[src/rtl/can_status_pkg.sv]
// Constants and carrier types for the message object status vectors
package can_status_pkg;

    // ************************************************************
    // Sizes
    // ************************************************************
    localparam int OBJ_COUNT   = 32;          // Objects in the message store
    localparam int HALF_COUNT  = 16;          // Objects per status vector
    localparam int ADDR_W      = 9;           // Byte address width
    localparam int DATA_W      = 32;          // Bus data width
    localparam int OBJ_IDX_W   = 5;           // Zero-based object index
    localparam int SRC_ID_W    = 6;           // Source id, 0 means none
    localparam int EVT_W       = 3;           // Sticky event bits

    // ************************************************************
    // Register byte offsets
    // ************************************************************
    localparam logic [ADDR_W-1:0] OFF_TX_PEND_UP  = 9'h104;
    localparam logic [ADDR_W-1:0] OFF_FRESH_LO    = 9'h120;
    localparam logic [ADDR_W-1:0] OFF_FRESH_UP    = 9'h124;
    localparam logic [ADDR_W-1:0] OFF_IRQ_PEND_LO = 9'h140;
    localparam logic [ADDR_W-1:0] OFF_EVT_STATUS  = 9'h180;
    localparam logic [ADDR_W-1:0] OFF_EVT_MASK    = 9'h184;
    localparam logic [ADDR_W-1:0] OFF_SRC_ID      = 9'h188;

    // ************************************************************
    // Reset values and event bit positions
    // ************************************************************
    localparam logic [OBJ_COUNT-1:0] FLAGS_RST    = 32'h0000_0000;
    localparam logic [DATA_W-1:0]    RDATA_RST    = 32'h0000_0000;
    localparam logic [EVT_W-1:0]     EVT_RST      = 3'h0;
    localparam logic [SRC_ID_W-1:0]  SRC_ID_NONE  = 6'h00;
    localparam int EVT_FRESH_BIT = 0;         // A fresh payload flag rose
    localparam int EVT_TXDONE_BIT = 1;        // A transmit request cleared
    localparam int EVT_IRQ_BIT   = 2;         // An object irq flag rose

    // ************************************************************
    // Carrier types
    // ************************************************************
    // Per-object set and clear requests from the message handler
    typedef struct packed {
        logic [OBJ_COUNT-1:0] tx_set;         // Transmit request raised
        logic [OBJ_COUNT-1:0] tx_clr;         // Transmission finished
        logic [OBJ_COUNT-1:0] fresh_set;      // Payload stored
        logic [OBJ_COUNT-1:0] fresh_clr;      // Payload consumed
        logic [OBJ_COUNT-1:0] irq_set;        // Object raises irq
        logic [OBJ_COUNT-1:0] irq_clr;        // Object drops irq
    } handler_evt_t;

    // One object update through the object access window
    typedef struct packed {
        logic                 valid;          // Update strobe
        logic [OBJ_IDX_W-1:0] obj;            // Zero-based object index
        logic                 upd_tx;         // Write transmit flag
        logic                 upd_fresh;      // Write fresh payload flag
        logic                 upd_irq;        // Write object irq flag
        logic                 tx_val;         // New transmit flag value
        logic                 fresh_val;      // New fresh payload value
        logic                 irq_val;        // New object irq value
    } window_upd_t;

endpackage : can_status_pkg

[src/rtl/can_object_status_vectors.sv]
// Message object status vectors with an Avalon-MM register slave
//
// Contract
// - Upper transmit vector shows objects 17..32.
// - Transmit flags read only, writes ignored.
// - Fresh flag updated by window or handler.
// - Two fresh vectors hold objects 1..32.
// - Zero fresh flag means nothing new stored.
// - Irq flag updated by window or handler.
// - Irq flag changes update interrupt source id.
// - Lower irq vector shows objects 1..16.
// - Reserved upper bits read zero, writes ignored.
// - Bit 0 of lower vector is object 1.
// - Store holds 32 objects, window access only.
//
// The implementer's own choice: the Avalon-MM interface to the registers.
`timescale 1ns/1ps

module can_object_status_vectors
    import can_status_pkg::*;
(
    input  wire logic                 REF_CLK_IN,          // 10 MHz clock
    input  wire logic                 SYS_RST_IN,          // Sync reset, high
    input  wire logic [ADDR_W-1:0]    AVS_ADDRESS_IN,      // Byte address
    input  wire logic                 AVS_READ_IN,         // Read request
    input  wire logic                 AVS_WRITE_IN,        // Write request
    input  wire logic [DATA_W-1:0]    AVS_WRITEDATA_IN,    // Write data
    output logic      [DATA_W-1:0]    AVS_READDATA_OUT,    // Read data
    output logic                      AVS_WAITREQUEST_OUT, // Slave stall
    input  wire handler_evt_t         HANDLER_EVT_IN,      // Handler events
    input  wire window_upd_t          WINDOW_UPD_IN,       // Window update
    output logic      [OBJ_COUNT-1:0] TX_PENDING_OUT,      // All tx flags
    output logic      [SRC_ID_W-1:0]  INT_SOURCE_ID_OUT,   // Lowest irq obj
    output logic                      IRQ_OUT              // Level interrupt
);

    // ************************************************************
    // State
    // ************************************************************
    logic [OBJ_COUNT-1:0] tx_flag_q;          // Transmit pending flags
    logic [OBJ_COUNT-1:0] tx_flag_d;          // Next transmit flags
    logic [OBJ_COUNT-1:0] fresh_flag_q;       // Fresh payload flags
    logic [OBJ_COUNT-1:0] fresh_flag_d;       // Next fresh flags
    logic [OBJ_COUNT-1:0] irq_flag_q;         // Object irq flags
    logic [OBJ_COUNT-1:0] irq_flag_d;         // Next object irq flags
    logic [EVT_W-1:0]     evt_status_q;       // Sticky event bits
    logic [EVT_W-1:0]     evt_status_d;       // Next sticky bits
    logic [EVT_W-1:0]     evt_mask_q;         // Event enable mask
    logic [EVT_W-1:0]     evt_mask_d;         // Next mask
    logic [SRC_ID_W-1:0]  src_id_q;           // Registered source id
    logic [SRC_ID_W-1:0]  src_id_d;           // Lowest pending object
    logic [DATA_W-1:0]    rdata_q;            // Read data register
    logic [DATA_W-1:0]    rdata_d;            // Selected read data
    logic                 wait_q;             // Waitrequest register
    logic                 wait_d;             // Next waitrequest
    logic                 irq_q;              // Interrupt output register

    // ************************************************************
    // Bus decode
    // ************************************************************
    // A request is accepted in the cycle where waitrequest is low;
    // the slave lowers it for exactly one cycle per request.
    wire bus_req      = AVS_READ_IN | AVS_WRITE_IN;  // Any request
    wire rd_accept    = AVS_READ_IN & ~wait_q;       // Read accepted
    wire wr_accept    = AVS_WRITE_IN & ~wait_q;      // Write accepted
    wire sel_tx_up    = (AVS_ADDRESS_IN == OFF_TX_PEND_UP);
    wire sel_fresh_lo = (AVS_ADDRESS_IN == OFF_FRESH_LO);
    wire sel_fresh_up = (AVS_ADDRESS_IN == OFF_FRESH_UP);
    wire sel_irq_lo   = (AVS_ADDRESS_IN == OFF_IRQ_PEND_LO);
    wire sel_status   = (AVS_ADDRESS_IN == OFF_EVT_STATUS);
    wire sel_mask     = (AVS_ADDRESS_IN == OFF_EVT_MASK);
    wire sel_src_id   = (AVS_ADDRESS_IN == OFF_SRC_ID);

    // Status is cleared by the read that the master actually takes
    wire status_rd_clr = rd_accept & sel_status;      // Read clears
    // Only the mask takes writes; the vectors ignore them
    wire mask_wr       = wr_accept & sel_mask;

    // Zero-extended views of each readable register
    wire [DATA_W-1:0] rd_tx_up    = {{(DATA_W-HALF_COUNT){1'b0}},
                                     tx_flag_q[OBJ_COUNT-1:HALF_COUNT]};
    wire [DATA_W-1:0] rd_fresh_lo = {{(DATA_W-HALF_COUNT){1'b0}},
                                     fresh_flag_q[HALF_COUNT-1:0]};
    wire [DATA_W-1:0] rd_fresh_up = {{(DATA_W-HALF_COUNT){1'b0}},
                                     fresh_flag_q[OBJ_COUNT-1:HALF_COUNT]};
    wire [DATA_W-1:0] rd_irq_lo   = {{(DATA_W-HALF_COUNT){1'b0}},
                                     irq_flag_q[HALF_COUNT-1:0]};
    wire [DATA_W-1:0] rd_status   = {{(DATA_W-EVT_W){1'b0}},
                                     evt_status_q};
    wire [DATA_W-1:0] rd_mask     = {{(DATA_W-EVT_W){1'b0}}, evt_mask_q};
    wire [DATA_W-1:0] rd_src_id   = {{(DATA_W-SRC_ID_W){1'b0}},
                                     src_id_q};

    // ************************************************************
    // Read data select
    // ************************************************************
    // Bits [31:16] of every vector come back zero; unmapped reads
    // return all zeros rather than an error.
    always_comb begin
        rdata_d = RDATA_RST;                          // Unmapped reads
        if (sel_tx_up) begin
            rdata_d = rd_tx_up;
        end
        else if (sel_fresh_lo) begin
            rdata_d = rd_fresh_lo;
        end
        else if (sel_fresh_up) begin
            rdata_d = rd_fresh_up;
        end
        else if (sel_irq_lo) begin
            rdata_d = rd_irq_lo;
        end
        else if (sel_status) begin
            rdata_d = rd_status;                      // Sticky events
        end
        else if (sel_mask) begin
            rdata_d = rd_mask;                        // Event mask
        end
        else if (sel_src_id) begin
            rdata_d = rd_src_id;                      // Source id
        end
    end

    // ************************************************************
    // Waitrequest sequencing
    // ************************************************************
    // Idle high; drops for one cycle after a request is seen, then
    // rises again so back-to-back requests each take two cycles.
    // This costs a cycle per access but keeps read data registered.
    always_comb begin
        wait_d = 1'b1;                                // Default stall
        if (bus_req && wait_q) begin
            wait_d = 1'b0;                            // Answer next cycle
        end
    end

    // ************************************************************
    // Per-object flag update
    // ************************************************************
    // A window update writes its chosen flags of one object; a
    // handler set wins over everything, and a handler clear wins
    // over a window write, so no hardware event is ever lost.
    genvar gi;
    generate
        for (gi = 0; gi < OBJ_COUNT; gi++) begin : g_obj
            // Window hits this object
            wire hit = WINDOW_UPD_IN.valid &&
                       (WINDOW_UPD_IN.obj == OBJ_IDX_W'(gi));
            // Window value or hold, per flag
            wire tx_win    = (hit && WINDOW_UPD_IN.upd_tx) ?
                             WINDOW_UPD_IN.tx_val : tx_flag_q[gi];
            wire fresh_win = (hit && WINDOW_UPD_IN.upd_fresh) ?
                             WINDOW_UPD_IN.fresh_val : fresh_flag_q[gi];
            wire irq_win   = (hit && WINDOW_UPD_IN.upd_irq) ?
                             WINDOW_UPD_IN.irq_val : irq_flag_q[gi];
            // Transmit flag: set beats clear beats window
            assign tx_flag_d[gi] = HANDLER_EVT_IN.tx_set[gi] |
                                   (~HANDLER_EVT_IN.tx_clr[gi] &
                                    tx_win);
            // Fresh payload flag, same priority
            assign fresh_flag_d[gi] = HANDLER_EVT_IN.fresh_set[gi] |
                                      (~HANDLER_EVT_IN.fresh_clr[gi] &
                                       fresh_win);
            // Object irq flag, same priority
            assign irq_flag_d[gi] = HANDLER_EVT_IN.irq_set[gi] |
                                    (~HANDLER_EVT_IN.irq_clr[gi] &
                                     irq_win);
        end
    endgenerate

    // ************************************************************
    // Interrupt source id
    // ************************************************************
    // Lowest numbered object with its irq flag set, counted from 1;
    // zero when no object is pending. Follows the next flag value so
    // the id moves in the same cycle the flag does.
    always_comb begin
        src_id_d = SRC_ID_NONE;                       // No source
        for (int i = OBJ_COUNT - 1; i >= 0; i--) begin
            if (irq_flag_d[i]) begin
                src_id_d = SRC_ID_W'(i + 1);
            end
        end
    end

    // ************************************************************
    // Event status and mask
    // ************************************************************
    // Edges of the flag vectors raise sticky bits. A new event in the
    // cycle of a clearing read is kept, since set wins over clear.
    wire fresh_rise = |(fresh_flag_d & ~fresh_flag_q);   // Payload came
    wire tx_fall    = |(~tx_flag_d & tx_flag_q);         // Sent or dropped
    wire irq_rise   = |(irq_flag_d & ~irq_flag_q);       // Irq raised
    wire [EVT_W-1:0] evt_now = {irq_rise, tx_fall, fresh_rise};

    always_comb begin
        evt_status_d = evt_status_q | evt_now;        // Set wins
        if (status_rd_clr) begin
            evt_status_d = evt_now;                   // Clear on read
        end
        evt_mask_d = evt_mask_q;                      // Hold mask
        if (mask_wr) begin
            evt_mask_d = AVS_WRITEDATA_IN[EVT_W-1:0]; // Mask write
        end
    end

    // Interrupt level computed from next values for a flop output
    wire irq_d = |(evt_status_d & evt_mask_d);        // Unmasked pending

    // ************************************************************
    // Flag registers
    // ************************************************************
    // All vectors clear on reset; bus writes never touch them.
    always_ff @(posedge REF_CLK_IN) begin
        if (SYS_RST_IN) begin
            tx_flag_q    <= FLAGS_RST;
            fresh_flag_q <= FLAGS_RST;
            irq_flag_q   <= FLAGS_RST;
        end
        else begin
            tx_flag_q    <= tx_flag_d;                // Flag update
            fresh_flag_q <= fresh_flag_d;             // Flag update
            irq_flag_q   <= irq_flag_d;               // Flag update
        end
    end

    // ************************************************************
    // Interrupt registers
    // ************************************************************
    always_ff @(posedge REF_CLK_IN) begin
        if (SYS_RST_IN) begin
            evt_status_q <= EVT_RST;                  // No events
            evt_mask_q   <= EVT_RST;                  // All masked
            src_id_q     <= SRC_ID_NONE;              // No source
            irq_q        <= 1'b0;                     // Quiet
        end
        else begin
            evt_status_q <= evt_status_d;             // Sticky bits
            evt_mask_q   <= evt_mask_d;               // Mask
            src_id_q     <= src_id_d;
            irq_q        <= irq_d;                    // Output level
        end
    end

    // ************************************************************
    // Bus registers
    // ************************************************************
    // Read data is sampled while waitrequest is still high, so it is
    // stable in the one cycle the master takes it; at the accept edge
    // it returns to zero so it never shows while waitrequest is high.
    always_ff @(posedge REF_CLK_IN) begin
        if (SYS_RST_IN) begin
            wait_q  <= 1'b1;                          // Stall idle
            rdata_q <= RDATA_RST;                     // Zero data
        end
        else begin
            wait_q  <= wait_d;
            if (bus_req && wait_q) begin
                rdata_q <= rdata_d;                   // Capture read
            end
            else begin
                rdata_q <= RDATA_RST;                 // Idle zero
            end
        end
    end

    // ************************************************************
    // Outputs
    // ************************************************************
    assign AVS_READDATA_OUT    = rdata_q;             // Registered
    assign AVS_WAITREQUEST_OUT = wait_q;              // Registered
    assign TX_PENDING_OUT      = tx_flag_q;           // Registered
    assign INT_SOURCE_ID_OUT   = src_id_q;            // Registered
    assign IRQ_OUT             = irq_q;               // Registered

endmodule // can_object_status_vectors

[config.mk]
export PLATFORM = sky130hd
export DESIGN_NAME = can_object_status_vectors
export DESIGN_NICKNAME = d
export VERILOG_FILES = /design/src/rtl/can_status_pkg.sv /design/src/rtl/can_object_status_vectors.sv
export SDC_FILE = /design/constraint.sdc
export NUM_CORES = 1
export LEC_CHECK = 0
export ABC_AREA = 1
export ABC_CLOCK_PERIOD_IN_PS = 4200
export BUFFER_PORTS_ARGS = -buffer_cell sky130_fd_sc_hd__buf_2
export CORE_MARGIN = 2
export CORE_UTILIZATION = 30
export CTS_BUF_LIST = sky130_fd_sc_hd__clkbuf_8
export DETAILED_ROUTE_END_ITERATION = 6
export PLACE_DENSITY = 0.57
export SYNTH_ARGS = -nofsm -noshare
export SYNTH_HDL_FRONTEND = slang
export SYNTH_SLANG_ARGS = --single-unit
export TNS_END_PERCENT = 10
[constraint.sdc]
create_clock -name REF_CLK_IN -period 4.2 [get_ports REF_CLK_IN]
set_clock_uncertainty 0.1 [all_clocks]
set_input_delay 0.63 -clock REF_CLK_IN [delete_from_list [all_inputs] [get_ports REF_CLK_IN]]
set_output_delay 0.63 -clock REF_CLK_IN [all_outputs]
set_load 0.005 [all_outputs]
---- Word-level counts from Yosys, hierarchy flattened ----
Cells that the tools add are included.
word-level totals
  register bits after elaboration ......... 142
  input bits .............................. 249
  output and inout bits ................... 72
operators by class
  equal/unequal tests ..................... 38
  multiplexer cells ....................... 138
  bitwise operators ....................... 303
  reductions and logical operators ........ 141
operators by type and width
  operator            count
  $logic_and 1x1->1   129
  $reduce_or 32->1    4
  $and 1x1->1         100
  $mux 1              98
  $not 1->1           98
  $or 1x1->1          97
  $and 32x32->32      3
  $not 32->32         3
  $eq 5x5->1 const B  16
  $mux 5              16
  $mux 16             4
  $eq 9x9->1 const B  7
  $eq 5x4->1 const B  8
  $mux 4              8
  $mux 6              4
  $eq 5x3->1 const B  4
  $mux 3              6
  $reduce_or 16->1    1
  $reduce_or 8->1     2
  $eq 5x2->1 const B  2
  $eq 5x1->1 const B  1
  $logic_not 5->1     1
  $mux 2              2
  $reduce_or 2->1     2
  4 further kinds     4

---- Logic depth before layout (Yosys ltp) ----
  depth in word-level cells ............... 38
  mapped depth ............................ 38
  mapped depth without buffers ............ 38

---- Worst setup path after synthesis ----
No wires, ideal clock.
  path type ............................... input to register
  start ................................... input WINDOW_UPD_IN[11] (netlist bit)
  end ..................................... register irq_q (netlist: IRQ_OUT)
  setup time .............................. 0.116 ns
  data arrival time ....................... 2.579 ns
  path slack .............................. 1.405 ns
  stages .................................. 14
  cells stage by stage .................... inv_1 > nor2_1 > nand2_1 > o311ai_0 > a21oi_1 > or4_1 > nor3_1 > nand3_1 > nor2_1 > inv_1 > a21oi_2 > o21ai_1 > nand2_1 > o21ai_1
between the ends
  word-level cells in the longest chain between the ends .. 12
  elaborated cells between the ends (all ways) .. 427
ends and longest elaborated chain
  what                    RTL line                          source
  start: declaration      can_object_status_vectors.sv:31   input wire window_upd_t WINDOW_UPD_IN,
  $logic_and 1x1->1       can_object_status_vectors.sv:147  wire hit = WINDOW_UPD_IN.valid &&
  $logic_and 1x1->1       can_object_status_vectors.sv:150  wire tx_win = (hit && WINDOW_UPD_IN.upd_tx) ?
  $mux 1                  can_object_status_vectors.sv:150
  $and 1x1->1             can_object_status_vectors.sv:158  (~HANDLER_EVT_IN.tx_clr[gi] &
  $or 1x1->1              can_object_status_vectors.sv:157  assign tx_flag_d[gi] = HANDLER_EVT_IN.tx_set[gi] |
  $not 32->32             can_object_status_vectors.sv:192  wire tx_fall = |(~tx_flag_d & tx_flag_q);
  $and 32x32->32          can_object_status_vectors.sv:192
  $reduce_or 32->1        can_object_status_vectors.sv:192
  $or 3x3->3              can_object_status_vectors.sv:197  evt_status_d = evt_status_q | evt_now;
  $mux 3 (*)              can_object_status_vectors.sv:198  if (status_rd_clr) begin
  $and 3x3->3 (*)         can_object_status_vectors.sv:208  wire irq_d = |(evt_status_d & evt_mask_d);
  $reduce_or 3->1 (*)     can_object_status_vectors.sv:208
  end signal: assignment  can_object_status_vectors.sv:241  irq_q <= irq_d;
  end: declaration        can_object_status_vectors.sv:56   logic irq_q;
Mark *: on every way between the ends. The rest lies on a longest branch, timed or not.
A chain may end at the register's enable or synchronous reset.

---- Worst setup path in the final report ----
  start ................................... input WINDOW_UPD_IN[10] (netlist bit)
  end ..................................... register irq_q (netlist: IRQ_OUT)
between the ends
  word-level cells in the longest chain between the ends .. 13
  elaborated cells between the ends (all ways) .. 459
ends and longest elaborated chain
  what                                RTL line                          source
  $eq 5x1->1 (tied with other cells)  can_object_status_vectors.sv:148  (WINDOW_UPD_IN.obj == OBJ_IDX_W'(gi));
  $logic_and 1x1->1                   can_object_status_vectors.sv:147
  $logic_and 1x1->1                   can_object_status_vectors.sv:150
  $mux 1                              can_object_status_vectors.sv:150
  $and 1x1->1                         can_object_status_vectors.sv:158
  $or 1x1->1                          can_object_status_vectors.sv:157
  $not 32->32                         can_object_status_vectors.sv:192
  $and 32x32->32                      can_object_status_vectors.sv:192
  $reduce_or 32->1                    can_object_status_vectors.sv:192
  $or 3x3->3                          can_object_status_vectors.sv:197
  $mux 3 (*)                          can_object_status_vectors.sv:198
  $and 3x3->3 (*)                     can_object_status_vectors.sv:208
  $reduce_or 3->1 (*)                 can_object_status_vectors.sv:208
Marks and branches as above.

==> metrics.yaml <==
synth_seq_area_share_pct: 32.2
yosysMostFrequentCell: "inv_1"
crit_top_cell: "nor2_1"
final_util_pct: 38.9
final_net_count: 1768
synth_common_cells: "266 x inv_1, 173 x nor2_1, 155 x nand2_1"
fmax_ghz: 0.313
numCtsBuffers: 17
leakagePower_nw: 5.17
grt-ovfl-total: 0
grt_max_degree: 72
setup_violations: 0
crit_required_ns: 4.44
path_max_fanout: 15
drc: 0
rsz0062_at_grt: "no"
coreArea_mm2: 0.0258
slew_violations: 0
tritoncts: "done"
wl_per_cell_um: 17.7
cts_max_path_buffers: 2
place_inst: 1835
yosys_warnings: 0
yosys_register_bits: 126
power_density_mw_per_mm2: 293
ctsHtreeMaxLevel: 4
hold_viol: 0
io_buffer_count: 275
grt.total_usage_pct: 23.8
die_h_um: 166
vdd_ir_drop_max_mv: 0.161
synth-edff-count: 0
final_cells: 1873
initial_utilization_pct: 30.3
drtIter0Drc: 890
insertion_delay_ns: 0.46
die_w_um: 166
dr.pass1.iters: 5
holdBufCountCts: 0
slowest_stage: "nor3_1"
path_delay_family: "simple AND/OR/NAND/NOR gates"
die_area_mm2: 0.0274
synth.top_cell.area_share_pct: 32.2
synthArstFlopShare_pct: 0
grt_pass1_wl_um: 48000
synth_cells: 1235
syn_avg_cell_area_um2: 6.34
dp_hpwl_um: 27100
crit_buf_inv: 5
worst_pin_slew_ns: 0.871
cap_viol_max_count: 0
num_io_pins: 321
place.gp.congestion: 0.940
critPathCaptureType: "register"
setup_tns_ns: 0
relSlewSlack_pct: 41.9
drive_gt1_share_pct: 25.5
finalCritPeriodShare_pct: 76.1
cts_root_buffer: "clkbuf_8"
hp-class: "in2reg"
postCtsResizedCells: 0
synth_cell_types: 48
syn2layout_area_growth_pct: 28.6
cts_num_sinks: 126
critPathLaunchType: "input pin"
synth_area_leaders: "dfxtp_1 32%, inv_1 13%, nor2_1 8.3%, nand2_1 7.4%, o21ai_0 6.1%"
cp_cell_sequence: "buf_2 -> nor2_1 -> buf_4 -> inv_1 -> nor2_1 -> inv_1 -> nor2_1 -> nor2_1 -> a211oi_1 -> or2_2 -> inv_1 -> nand2_1 -> nand4_1 -> nor3_1 -> nand4_1 -> a21o_1 -> nand2_1 -> o21ai_1 -> nand2_1 -> o21ai_1"
cp.arrival_ns: 3.44
syn_area_mm2: 0.00783
antenna_found_initial: 7
dr_total_vias: 9061
critical_path_class: "in2reg"
outcome: "finished clean"
vias_per_cell: 4.84
cpPeakStageDelay_ns: 0.33
layout_min_cycle_time_ns: 3.20
wirelength_um: 33200
ys.flop_type: "dfxtp_1"
post-cts-setup-buffers: 0
drtAntennaViolNets: 0
rows: 59
first_global_vias: 8536
n_fill_cell: 2883
cts.clk_slew.worst_paths_ns: 0.08
synth_top_area_cell: "dfxtp_1"
## metal layers
| layer | vias to the layer above | GRT usage (%) | routed length, µm |
|---|---|---|---|
| met4 | 2 | 7.80 | 998 |
| met3 | 46 | 6.09 | 2880 |
| li1 | 4577 | - | - |
| met2 | 391 | 38.4 | 14800 |
| met5 | - | 0 | 12 |
| met1 | 4045 | 30.9 | 14400 |
## final cells by class
class,instances,area [µm²],share of cell area (%)
Clock buffer,18,248,2.46
Sequential cell,126,2520,25.1
Multi-Input combinational cell,788,4030,40.1
Tap cell,335,419,4.17
Timing Repair Buffer,311,1650,16.4
Clock inverter,14,145,1.44
Inverter,275,1030,10.3
Antenna cell,6,15.0,0.149
## worst reg2reg max path: cells and delay by family, from the launching register on
kind          cells  cell delay [ns]
buf+inv           1             0.07
flops             1             0.31
simple gates     33             1.83
## power by group
group,switching (mW),internal (mW)
logic,0.328,0.225
clock network,0.543,0.542
registers,0.0460,1.26
total,0.917,2.03
## state kept, by name, summed over array words and instances (netlist names)
name,count
INT_SOURCE_ID_OUT,6
irq_flag_q,32
fresh_flag_q,32
AVS_READDATA_OUT,16
AVS_WAITREQUEST_OUT,1
evt_status_q,3
IRQ_OUT,1
TX_PENDING_OUT,32
evt_mask_q,3
## layout by cell type (no fill, tap or decap), drive strengths merged, types with 2 or more instances in the layout
master    netlist  final
a211o           5      5
o311ai         15     15
a31oi           9      9
a2111oi         2      2
a21o            2      2
or2            26     26
a22o            3      3
o221ai          4      4
nand2         157    157
o21bai         10     10
o2111ai         4      4
o2bb2ai         3      3
clkinvlp        0      2
nand4          16     16
bufinv          0      2
o21ai          98     98
a311oi         11     11
conb            1     16
clkbuf         34     18
buf            27    311
or4             2      2
inv           272    275
nand3          24     24
nor3           31     31
mux2            2      2
diode           0      6
a21oi          87     87
nand3b          2      2
a21boi          2      2
o22ai          26     26
a221oi          3      3
o31ai          13     13
clkinv          3     10
nor2          185    185
dfxtp         126    126
a211oi          9      9
a311o          16     16
## path summary, 6_finish.rpt
check                           slack [ns]  cells past startpoint                start                   end
worst max-delay path                  1.00                     20    WINDOW_UPD_IN[10]               IRQ_OUT
worst min-delay path                  0.33                      3  HANDLER_EVT_IN[163]     TX_PENDING_OUT[3]
worst max register to register        1.77                     34       irq_flag_q[30]  INT_SOURCE_ID_OUT[0]
worst min register to register        0.41                      2      fresh_flag_q[5]   AVS_READDATA_OUT[5]
## logic make-up (layout without fill, tap and decap cells)
family	count (synthesis)	after routing	share of synthesized area, %
buffers and inverters	336	618	17.0
AO/OA/AOI/OAI	324	324	26.0
AND/OR/NAND/NOR	446	446	24.5
multiplexers	2	2	0.288
other	1	22	0.0479
flip-flops	126	126	32.2
## through the flow
step | setup slack, ns | total power, mW | hold WS [ns] | cell area (µm²)
after CTS | 1.06 | 2.96 | 0.314 | 10000
after detailed placement | 0.602 | 1.88 | 0.404 | 9660
after global placement | 0.630 | 1.88 | 0.392 | 9660
after global routing | 0.677 | 3.10 | 0.313 | 10100
final | 1.00 | 2.94 | 0.335 | 10100
after floorplan | 1.40 | 1.63 | 0.368 | 7880
Note: power is estimated with default switching activity, not from simulation.
